`src/inc/lse_pkg.sv`:
```
// Package with register map, field positions and timing counts.
package lse_pkg;
    localparam int NUM_CH = 4;
    // -------------------------------------------------------------------
    // Register map
    // -------------------------------------------------------------------
    localparam logic [7:0] IDX_MASK = 8'h11;
    localparam logic [7:0] IDX_EDGE_SEL = 8'h13;
    localparam logic [7:0] IDX_STATUS = 8'h14;
    localparam logic [7:0] IDX_EVENT = 8'h16;
    localparam logic [7:0] IDX_CONTROL = 8'h17;
    localparam logic [7:0] CH_STRIDE = 8'h40;
    localparam logic [7:0] MASK_RESET = 8'hFF;
    localparam logic [7:0] EDGE_SEL_RESET = 8'h00;
    localparam logic [7:0] CONTROL_RESET = 8'h00;
    localparam logic [1:0] RESP_OKAY = 2'h0;
    localparam logic [1:0] RESP_SLVERR = 2'h2;
    // -------------------------------------------------------------------
    // Field positions
    // -------------------------------------------------------------------
    localparam int BIT_EQ = 7;
    localparam int BIT_ACT = 6;
    localparam int BIT_DEACT = 5;
    localparam int BIT_SYNC = 4;
    localparam int BIT_TXCLK = 3;
    localparam int BIT_DRV = 2;
    localparam int BIT_AIS = 1;
    localparam int BIT_LOS = 0;
    localparam int BIT_AUTO_LOOP = 0;
    localparam int BIT_LOOP_CLOSED = 1;
    // -------------------------------------------------------------------
    // Timing
    // -------------------------------------------------------------------
    localparam longint CLK_HZ = 125000000;
    localparam longint QUAL_SHORT_MS = 40;
    localparam longint QUAL_LONG_MS = 5100;
    localparam longint QUAL_SHORT_CYC = QUAL_SHORT_MS * CLK_HZ / 1000;
    localparam longint QUAL_LONG_CYC = QUAL_LONG_MS * CLK_HZ / 1000;
    localparam int TXCLK_LOSS_CYC = 70;
    localparam int ERR_WINDOW = 100;
    localparam int QUAL_W = 32;

    typedef struct packed {
        logic [NUM_CH-1:0] eq_out_of_range;
        logic [NUM_CH-1:0] activate_code;
        logic [NUM_CH-1:0] deactivate_code;
        logic [NUM_CH-1:0] pattern_sync;
        logic [NUM_CH-1:0] driver_fault;
        logic [NUM_CH-1:0] alarm_signal;
        logic [NUM_CH-1:0] signal_loss;
        logic [NUM_CH-1:0] transmit_clock_pin;
    } lse_line_s;
endpackage

```
`src/design/lse_top.sv`:
```
// Line status monitor with edge-selected interrupt events, four channels.
`timescale 1ns/10ps
// Summary of operation
// Bit 7 selects equalizer event edges.
// Bit 6 selects activate code event edges.
// Bit 5 selects deactivate code event edges.
// Bit 4 selects pattern sync event edges.
// Bit 3 selects transmit clock loss edges.
// Bit 2 selects driver fault event edges.
// Bits 1 and 0 select alarm, loss edges.
// Edge-select resets to zero, rising only.
// Registers repeat per channel every 0x40.
// Status read-only; bit 7 equalizer range.
// Activate flag sets after qualification time.
// Qualification 40 ms, or 5.1 s auto.
// Activate flag holds below 1e-2 errors.
// Activate rising edge closes remote loopback.
// Deactivate flag qualifies and holds likewise.
// Deactivate rising edge opens remote loopback.
// Sync flag follows pattern detection live.
// Tx clock loss after 70 idle cycles.
// Unmasked flag events raise interrupt per select.
// Mask one suppresses; masks reset to one.
// Loss flag shows receive signal loss.
// Transitions found against previous cycle value.
module lse_top #(
    parameter longint QUAL_SHORT = lse_pkg::QUAL_SHORT_CYC,
    parameter longint QUAL_LONG = lse_pkg::QUAL_LONG_CYC
) (
    input wire logic aclk,
    input wire logic aresetn,
    input wire lse_pkg::lse_line_s line_in,
    input wire logic [3:0] act_code_match,
    input wire logic [3:0] act_code_bit_err,
    input wire logic [3:0] deact_code_match,
    input wire logic [3:0] deact_code_bit_err,
    input wire logic [9:0] s_axi_awaddr,
    input wire logic s_axi_awvalid,
    output logic s_axi_awready,
    input wire logic [31:0] s_axi_wdata,
    input wire logic [3:0] s_axi_wstrb,
    input wire logic s_axi_wvalid,
    output logic s_axi_wready,
    output logic [1:0] s_axi_bresp,
    output logic s_axi_bvalid,
    input wire logic s_axi_bready,
    input wire logic [9:0] s_axi_araddr,
    input wire logic s_axi_arvalid,
    output logic s_axi_arready,
    output logic [31:0] s_axi_rdata,
    output logic [1:0] s_axi_rresp,
    output logic s_axi_rvalid,
    input wire logic s_axi_rready,
    output logic [3:0] remote_loopback_closed,
    output logic [3:0] event_pending
);
    localparam int N = lse_pkg::NUM_CH;
    localparam int QUAL_W_L = lse_pkg::QUAL_W;

    typedef enum logic [1:0] {
        LSE_IDLE = 2'h0,
        LSE_RESP = 2'h1
    } lse_bus_e;

    typedef struct packed {
        lse_pkg::lse_line_s s1;
        lse_pkg::lse_line_s s2;
        lse_pkg::lse_line_s s3;
        logic [N-1:0][7:0] mask;
        logic [N-1:0][7:0] edge_sel;
        logic [N-1:0][7:0] control;
        logic [N-1:0][7:0] status;
        logic [N-1:0][7:0] status_prev;
        logic [N-1:0][7:0] events;
        logic [N-1:0][QUAL_W_L-1:0] act_cnt;
        logic [N-1:0][QUAL_W_L-1:0] deact_cnt;
        logic [N-1:0][6:0] act_err;
        logic [N-1:0][6:0] deact_err;
        logic [N-1:0][6:0] win_cnt;
        logic [N-1:0][6:0] txclk_idle;
        logic [N-1:0] loop_closed;
        logic [N-1:0] irq;
        lse_bus_e wstate;
        logic aw_have;
        logic w_have;
        logic [9:0] aw_addr;
        logic [31:0] w_data;
        logic [3:0] w_strb;
        logic [1:0] bresp;
        lse_bus_e rstate;
        logic [31:0] rdata;
        logic [1:0] rresp;
        logic aw_rdy;
        logic w_rdy;
        logic b_vld;
        logic ar_rdy;
        logic r_vld;
    } lse_state_s;

    lse_state_s st;
    lse_state_s next_st;

    // -------------------------------------------------------------------
    // Helper functions
    // -------------------------------------------------------------------
    // Decodes a byte address to channel and index; returns valid.
    function automatic logic decode(input logic [9:0] addr,
                                    output logic [1:0] ch,
                                    output logic [7:0] idx);
        ch = addr[9:8];
        idx = {2'h0, addr[7:2]};
        decode = (addr[1:0] == 2'h0);
    endfunction

    // Event detection against last cycle value, per edge select.
    function automatic logic [7:0] edge_events(input logic [7:0] cur,
                                               input logic [7:0] prev,
                                               input logic [7:0] sel);
        edge_events = (cur & ~prev) | (sel & (cur ^ prev));
    endfunction

    // Takes a level once the second and third stages agree.
    function automatic logic settle(input logic mid, input logic last,
                                    input logic held);
        settle = (mid == last) ? last : held;
    endfunction

    // Qualification counter step with tolerant error window.
    function automatic logic [QUAL_W_L-1:0] qual_step(
        input logic [QUAL_W_L-1:0] cnt, input logic match,
        input logic [QUAL_W_L-1:0] limit, input logic held,
        input logic too_many);
        if (held && !too_many)
            qual_step = cnt;
        else if (held || !match)
            qual_step = '0;
        else if (cnt <= limit)
            qual_step = cnt + QUAL_W_L'(1);
        else
            qual_step = cnt;
    endfunction

    always_comb
    begin
        logic [1:0] ch;
        logic [7:0] idx;
        logic ok;
        logic [QUAL_W_L-1:0] lim;
        logic [7:0] ev;
        logic act_set;
        logic deact_set;
        logic win_end;
        ch = 2'h0;
        idx = 8'h00;
        ok = 1'b0;
        lim = '0;
        ev = 8'h00;
        act_set = 1'b0;
        deact_set = 1'b0;
        win_end = 1'b0;

        next_st = st;

        // ---------------------------------------------------------------
        // Input synchronisers
        // ---------------------------------------------------------------
        next_st.s1 = line_in;
        next_st.s2 = st.s1;
        next_st.s3 = st.s2;

        // ---------------------------------------------------------------
        // Status flags and events per channel
        // ---------------------------------------------------------------
        for (int c = 0; c < N; c++)
        begin
            // Selects the qualification time from the auto loop bit.
            lim = st.control[c][lse_pkg::BIT_AUTO_LOOP] ?
                  QUAL_W_L'(QUAL_LONG) : QUAL_W_L'(QUAL_SHORT);
            win_end = (st.win_cnt[c] == 7'(lse_pkg::ERR_WINDOW - 1));
            next_st.win_cnt[c] = win_end ? 7'h00 : st.win_cnt[c] + 7'h01;
            next_st.act_err[c] = win_end ? 7'h00 :
                st.act_err[c] + {6'h00, act_code_bit_err[c]};
            next_st.deact_err[c] = win_end ? 7'h00 :
                st.deact_err[c] + {6'h00, deact_code_bit_err[c]};
            next_st.act_cnt[c] = qual_step(st.act_cnt[c], act_code_match[c],
                lim, st.status[c][lse_pkg::BIT_ACT],
                st.act_err[c] != 7'h00 && win_end);
            next_st.deact_cnt[c] = qual_step(st.deact_cnt[c],
                deact_code_match[c], lim,
                st.status[c][lse_pkg::BIT_DEACT],
                st.deact_err[c] != 7'h00 && win_end);
            act_set = st.act_cnt[c] > lim;
            deact_set = st.deact_cnt[c] > lim;

            // Counts aclk cycles since the last tx clock change.
            if (st.s3.transmit_clock_pin[c] != st.s2.transmit_clock_pin[c])
                next_st.txclk_idle[c] = 7'h00;
            else if (st.txclk_idle[c] <= 7'(lse_pkg::TXCLK_LOSS_CYC))
                next_st.txclk_idle[c] = st.txclk_idle[c] + 7'h01;
            next_st.status[c] = {
                settle(st.s2.eq_out_of_range[c], st.s3.eq_out_of_range[c],
                    st.status[c][lse_pkg::BIT_EQ]),
                act_set && !(st.act_err[c] != 7'h00 && win_end),
                deact_set && !(st.deact_err[c] != 7'h00 && win_end),
                settle(st.s2.pattern_sync[c], st.s3.pattern_sync[c],
                    st.status[c][lse_pkg::BIT_SYNC]),
                st.txclk_idle[c] > 7'(lse_pkg::TXCLK_LOSS_CYC),
                settle(st.s2.driver_fault[c], st.s3.driver_fault[c],
                    st.status[c][lse_pkg::BIT_DRV]),
                settle(st.s2.alarm_signal[c], st.s3.alarm_signal[c],
                    st.status[c][lse_pkg::BIT_AIS]),
                settle(st.s2.signal_loss[c], st.s3.signal_loss[c],
                    st.status[c][lse_pkg::BIT_LOS])};
            next_st.status_prev[c] = st.status[c];

            // Edge select bits 7..0 each pick rising or any change.
            ev = edge_events(st.status[c], st.status_prev[c],
                             st.edge_sel[c]);
            next_st.events[c] = st.events[c] | ev;
            next_st.irq[c] = |(st.events[c] & ~st.mask[c]);
            if (st.status[c][lse_pkg::BIT_ACT] &&
                !st.status_prev[c][lse_pkg::BIT_ACT])
                next_st.loop_closed[c] = 1'b1;
            if (st.status[c][lse_pkg::BIT_DEACT] &&
                !st.status_prev[c][lse_pkg::BIT_DEACT])
                next_st.loop_closed[c] = 1'b0;
        end

        // ---------------------------------------------------------------
        // AXI4-Lite write channel
        // ---------------------------------------------------------------
        case (st.wstate)
            LSE_IDLE:
            begin
                if (s_axi_awvalid && !st.aw_have)
                begin
                    next_st.aw_have = 1'b1;
                    next_st.aw_addr = s_axi_awaddr;
                end
                if (s_axi_wvalid && !st.w_have)
                begin
                    next_st.w_have = 1'b1;
                    next_st.w_data = s_axi_wdata;
                    next_st.w_strb = s_axi_wstrb;
                end
                if (st.aw_have && st.w_have)
                begin
                    ok = decode(st.aw_addr, ch, idx);
                    next_st.bresp = lse_pkg::RESP_OKAY;
                    if (!ok)
                        next_st.bresp = lse_pkg::RESP_SLVERR;
                    else if (idx == lse_pkg::IDX_MASK)
                    begin
                        if (st.w_strb[0])
                            next_st.mask[ch] = st.w_data[7:0];
                    end
                    else if (idx == lse_pkg::IDX_EDGE_SEL)
                    begin
                        if (st.w_strb[0])
                            next_st.edge_sel[ch] = st.w_data[7:0];
                    end
                    else if (idx == lse_pkg::IDX_EVENT)
                    begin
                        // Write one clears; a new event wins.
                        if (st.w_strb[0])
                            next_st.events[ch] = (st.events[ch] &
                                ~st.w_data[7:0]) | edge_events(
                                st.status[ch], st.status_prev[ch],
                                st.edge_sel[ch]);
                    end
                    else if (idx == lse_pkg::IDX_CONTROL)
                    begin
                        if (st.w_strb[0])
                            next_st.control[ch] = {7'h00, st.w_data[0]};
                    end
                    else if (idx != lse_pkg::IDX_STATUS)
                        next_st.bresp = lse_pkg::RESP_SLVERR;
                    next_st.aw_have = 1'b0;
                    next_st.w_have = 1'b0;
                    next_st.wstate = LSE_RESP;
                end
            end
            LSE_RESP:
            begin
                if (s_axi_bready)
                    next_st.wstate = LSE_IDLE;
            end
            default:
                next_st.wstate = LSE_IDLE;
        endcase

        // ---------------------------------------------------------------
        // AXI4-Lite read channel
        // ---------------------------------------------------------------
        case (st.rstate)
            LSE_IDLE:
            begin
                if (s_axi_arvalid)
                begin
                    ok = decode(s_axi_araddr, ch, idx);
                    next_st.rdata = 32'h0000_0000;
                    next_st.rresp = lse_pkg::RESP_OKAY;
                    if (!ok)
                        next_st.rresp = lse_pkg::RESP_SLVERR;
                    else if (idx == lse_pkg::IDX_MASK)
                        next_st.rdata = {24'h000000, st.mask[ch]};
                    else if (idx == lse_pkg::IDX_EDGE_SEL)
                        next_st.rdata = {24'h000000, st.edge_sel[ch]};
                    else if (idx == lse_pkg::IDX_STATUS)
                        next_st.rdata = {24'h000000, st.status[ch]};
                    else if (idx == lse_pkg::IDX_EVENT)
                        next_st.rdata = {24'h000000, st.events[ch]};
                    else if (idx == lse_pkg::IDX_CONTROL)
                        next_st.rdata = {30'h0, st.loop_closed[ch],
                                         st.control[ch][0]};
                    else
                        next_st.rresp = lse_pkg::RESP_SLVERR;
                    next_st.rstate = LSE_RESP;
                end
            end
            LSE_RESP:
            begin
                if (s_axi_rready)
                    next_st.rstate = LSE_IDLE;
            end
            default:
                next_st.rstate = LSE_IDLE;
        endcase

        // ---------------------------------------------------------------
        // Registered handshake flags
        // ---------------------------------------------------------------
        next_st.aw_rdy = (next_st.wstate == LSE_IDLE) && !next_st.aw_have;
        next_st.w_rdy = (next_st.wstate == LSE_IDLE) && !next_st.w_have;
        next_st.b_vld = (next_st.wstate == LSE_RESP);
        next_st.ar_rdy = (next_st.rstate == LSE_IDLE);
        next_st.r_vld = (next_st.rstate == LSE_RESP);
    end

    always_ff @(posedge aclk)
    begin
        if (!aresetn)
        begin
            st <= '0;
            for (int c = 0; c < N; c++)
            begin
                st.mask[c] <= lse_pkg::MASK_RESET;
                st.edge_sel[c] <= lse_pkg::EDGE_SEL_RESET;
                st.control[c] <= lse_pkg::CONTROL_RESET;
            end
            st.aw_rdy <= 1'b1;
            st.w_rdy <= 1'b1;
            st.b_vld <= 1'b0;
            st.ar_rdy <= 1'b1;
            st.r_vld <= 1'b0;
        end
        else
            st <= next_st;
    end

    // -------------------------------------------------------------------
    // Outputs
    // -------------------------------------------------------------------
    assign s_axi_awready = st.aw_rdy;
    assign s_axi_wready = st.w_rdy;
    assign s_axi_bvalid = st.b_vld;
    assign s_axi_bresp = st.bresp;
    assign s_axi_arready = st.ar_rdy;
    assign s_axi_rvalid = st.r_vld;
    assign s_axi_rdata = st.rdata;
    assign s_axi_rresp = st.rresp;
    assign remote_loopback_closed = st.loop_closed;
    assign event_pending = st.irq;
endmodule // lse_top

```
`config.mk`:
```
export PLATFORM = sky130hd
export DESIGN_NAME = lse_top
export DESIGN_NICKNAME = d
export VERILOG_FILES = /design/src/inc/lse_pkg.sv /design/src/design/lse_top.sv
export SDC_FILE = /design/constraint.sdc
export NUM_CORES = 2
export LEC_CHECK = 0
export ABC_AREA = 1
export BUFFER_PORTS_ARGS = -buffer_cell sky130_fd_sc_hd__buf_2
export CORE_ASPECT_RATIO = 1.5
export CORE_MARGIN = 1
export CORE_UTILIZATION = 50
export DETAILED_ROUTE_END_ITERATION = 7
export PLACE_DENSITY = 0.67
export SLEW_MARGIN = 15
export SYNTH_ARGS = -nofsm -noshare
export SYNTH_HDL_FRONTEND = slang
export SYNTH_SLANG_ARGS = --single-unit
```
`constraint.sdc`:
```
create_clock -name aclk -period 3.7 [get_ports aclk]
set_clock_uncertainty 0.05 [all_clocks]
set_input_delay 0.555 -clock aclk [delete_from_list [all_inputs] [get_ports aclk]]
set_output_delay 0.555 -clock aclk [all_outputs]
set_load 0.02 [all_outputs]
```
==> results.toml <==
[grt]
use_met2_pct = 50.3
grt_pass1_wl_um = 175000
grt.overflow.total = 0
top_usage_layer = "met2"
grt_max_degree = 170
antenna_found_initial = 2
grt_use_total_pct = 28.0
met1_usage_pct = 31.9
use_met3_pct = 3.36
grt_pass1_vias = 34900

[synthesis]
ys_ff_latch = 652
syn-cell-area_um2 = 37900
yosysUniqueCellTypes = 50
avgSynthCellArea_um2 = 6.48
yosysWarnings = 0
yosysSeqAreaShare_pct = 34.4
syn_inst = 5850

[place]
dp_cells = 6789
gp_congestion = 0.999
dp_slack_ns = 0.544
io_buffers = 98
dp_hpwl_um = 78600
placed_area_um2 = 39000

[worst_setup_path]
cp.required_ns = 4.22
cp-end-kind = "flip-flop"
crit_path_top_delay_cell = "dfxtp_1"
path_delay_family = "simple AND/OR/NAND/NOR gates"
crit_start = "st[581]$_SDFFE_PN0P_"
crit_type = "flip-flop to flip-flop"
r2r-start = "st[581]$_SDFFE_PN0P_"
worstPathArrival_ns = 3.66
r2r_end = "st[277]$_SDFFE_PN0P_"
setup.worst_path.end = "st[277]$_SDFFE_PN0P_"
reg2reg_depth = 12
cp_max_fo = 29
crit_path_frequent_cell = "nand2_1"
cpPeakStageDelay_ns = 0.51
critPathLaunchType = "flip-flop"
crit_buf_inv = 1
path_cells = "inv_1 -> ha_1 -> nand2_1 -> nor2_1 -> nand3_1 -> nor2_1 -> nand2_1 -> nand2_2 -> nand3_2 -> nand2_2 -> nand2_1 -> a21oi_1"
path_depth = 12
worst-r2r-setup-slack_ns = 0.56

[clocking]
cts_buffers = 69
clk_path_buf_depth = 3
ctsHtreeMaxLevel = 3
hold_buffers = 0
cts_tree = "built"
ctsRootBufferMaster = "clkbuf_16"
path_clk_slew_ns = 0.06
cts.repair.resized = 0
clock_latency_ns = 0.65
post_cts_buffers = 0
cts_sinks = 652

[final_layout]
drive_above_1_share_pct = 5.73
fin_cells = 6915
areaGrowthSynthToFinish_pct = 9.24
design_area_um2 = 41400
multi_input_area_um2 = 21200
fin_nets = 6151
seq_area_um2 = 13100
fillers = 7690

[power]
peakVddDrop_v = 0.000330
comb_power_share_pct = 4.7
power_w = 0.0152
switchingPower_w = 0.00366
seq_power_share_pct = 47.5
p_int_w = 0.0115
netSwitchingFraction_pct = 24.1
p_clk_share_pct = 47.8
p_leak_nw = 17.1
power_density_nw_per_um2 = 366

[die]
initial_utilization_pct = 50.6
num_io_pins = 160
die-area_um2 = 76900
core-area_um2 = 74900
die_y_um = 339
die_w_um = 227
core.rowCount = 123

[timing]
drv_slew = 0
setup_slack_ns = 0.556
rsz0062_at_grt = "false"
hold_violations = 0
relSlewSlack_pct = 34.1
fmax_mhz = 318
final-setup-viol-count = 0
period_minus_slack_ns = 3.14
setup_tns_ns = 0
worstMarginPinSlew_ns = 0.987
post-route-period-util_pct = 85.0

[drt]
drcViolationCount = 0
wl_per_cell_um = 15.6
via_per_inst = 5.34
firstDrtPassIters = 6
ant_nets = 0
dr_total_vias = 37000
finalWirelength_um = 108000
drt_iter0_drc = 2488

[job]
maxCapViolCount = 0

[min_path]
hold_class = "input port to flip-flop"
hold_path_depth = 3

[outcome]
status = "complete, no violations"
==> metrics by stage <==
step           hold slack, ns  util, %
3_5_place_dp            0.348     52.1
4_1_cts                0.0224     55.2
2_1_floorplan           0.340        -
6_report               0.0529     55.2
3_3_place_gp            0.342     52.1
5_1_grt                0.0540     55.2
==> cell usage in the layout, fill, tap and decap left out, drive strengths merged, types with 17 or more instances in the layout <==
| cell type | synthesis | final |
|---|---|---|
| nor2 | 936 | 936 |
| nor3b | 17 | 17 |
| o21bai | 21 | 21 |
| nand2 | 1488 | 1488 |
| xor2 | 44 | 44 |
| o22ai | 34 | 34 |
| o211ai | 38 | 38 |
| inv | 639 | 649 |
| a21o | 71 | 71 |
| a21oi | 490 | 490 |
| dfxtp | 652 | 652 |
| clkbuf | 127 | 94 |
| o21ai | 202 | 202 |
| nand3 | 477 | 477 |
| conb | 1 | 28 |
| nor3 | 122 | 122 |
| xnor2 | 58 | 58 |
| buf | 124 | 162 |
| ha | 180 | 180 |
==> cells in the mapped netlist (all sizes together) <==
master	instances	area [um2]
a21o	71	533
o21ba	2	20.0
o21a	10	75.1
a31oi	14	87.6
o211ai	38	285
buf	124	827
o21bai	21	158
a211oi	4	30.0
nand3	477	2450
nand4	13	81.3
or2	9	56.3
or3b	1	8.76
xor2	44	385
o21ai	202	1010
o31ai	1	7.51
a21oi	490	2480
clkinv	2	7.51
nand2	1488	5600
nor3b	17	128
a32o	1	10.0
clkbuf	127	477
nand3b	12	90.1
conb	1	3.75
o221ai	6	52.6
ha	180	2250
o2111ai	8	70.1
a22oi	15	113
nor4	16	106
and3	4	25.0
dfxtp	652	13100
nor2	936	3550
inv	639	2400
nor3	122	647
a221oi	11	96.3
o22ai	34	213
xnor2	58	508
==> worst min path at each step <==
stage / from / end
floorplan: next_st[693]$_SDFF_PN0_ / next_st[661]$_SDFF_PN0_
global placement: next_st[695]$_SDFF_PN0_ / next_st[663]$_SDFF_PN0_
global route: line_in[11] / next_st[704]$_SDFF_PN0_
CTS: line_in[3] / next_st[696]$_SDFF_PN0_
detailed placement: next_st[696]$_SDFF_PN0_ / next_st[664]$_SDFF_PN0_
finish: line_in[3] / next_st[696]$_SDFF_PN0_
==> power by group through the flow <==
stage / logic [W] / clock network, W / registers [W]
detailed placement: 0.000706 / 0 / 0.00736
global route: 0.000790 / 0.00766 / 0.00721
global placement: 0.000694 / 0 / 0.00736
CTS: 0.000709 / 0.00740 / 0.00720
floorplan: 0.000490 / 0 / 0.00734
finish: 0.000710 / 0.00725 / 0.00720
==> layout make-up <==
class / instances / share of cell area [%]
multi-input combinational: 4333 / 51.3
sequential: 652 / 31.5
inverter: 641 / 5.83
clock buffer: 93 / 4.71
tap: 1000 / 3.02
timing repair buffer: 163 / 2.60
clock inverter: 32 / 1.00
antenna: 1 / 0.00604
==> tightest hold or removal path: stages <==
cell,delay (ns)
buf_2,0.07
nand2_1,0.04
inv_1,0.04
==> kinds of logic after synthesis <==
logic type	Yosys count	synth area share, %
AOI/OAI and AO/OA	928	13.8
xor gates and xnor gates	102	2.36
adders and majority gates	180	5.94
buffers and inverters	892	9.79
DFF	652	34.4
other	1	0.00989
and+or+nand+nor	3095	33.6
==> flip-flops by register name (all words and copies together) (netlist names) <==
name	count
s_axi_bresp	1
s_axi_rdata	8
s_axi_rresp	1
s_axi_wready	1
s_axi_arready	1
s_axi_awready	1
next_st	80
s_axi_rvalid	1
event_pending	4
remote_loopback_closed	4
s_axi_bvalid	1
st	549
==> metal layers <==
metal / vias up / share of wire, %
li1: 18800 / -
met1: 16900 / 41
met2: 934 / 50
met3: 316 / 4.2
met4: 2 / 5.3
met5: - / 0.012
Note: power is estimated with default switching activity, not from simulation.
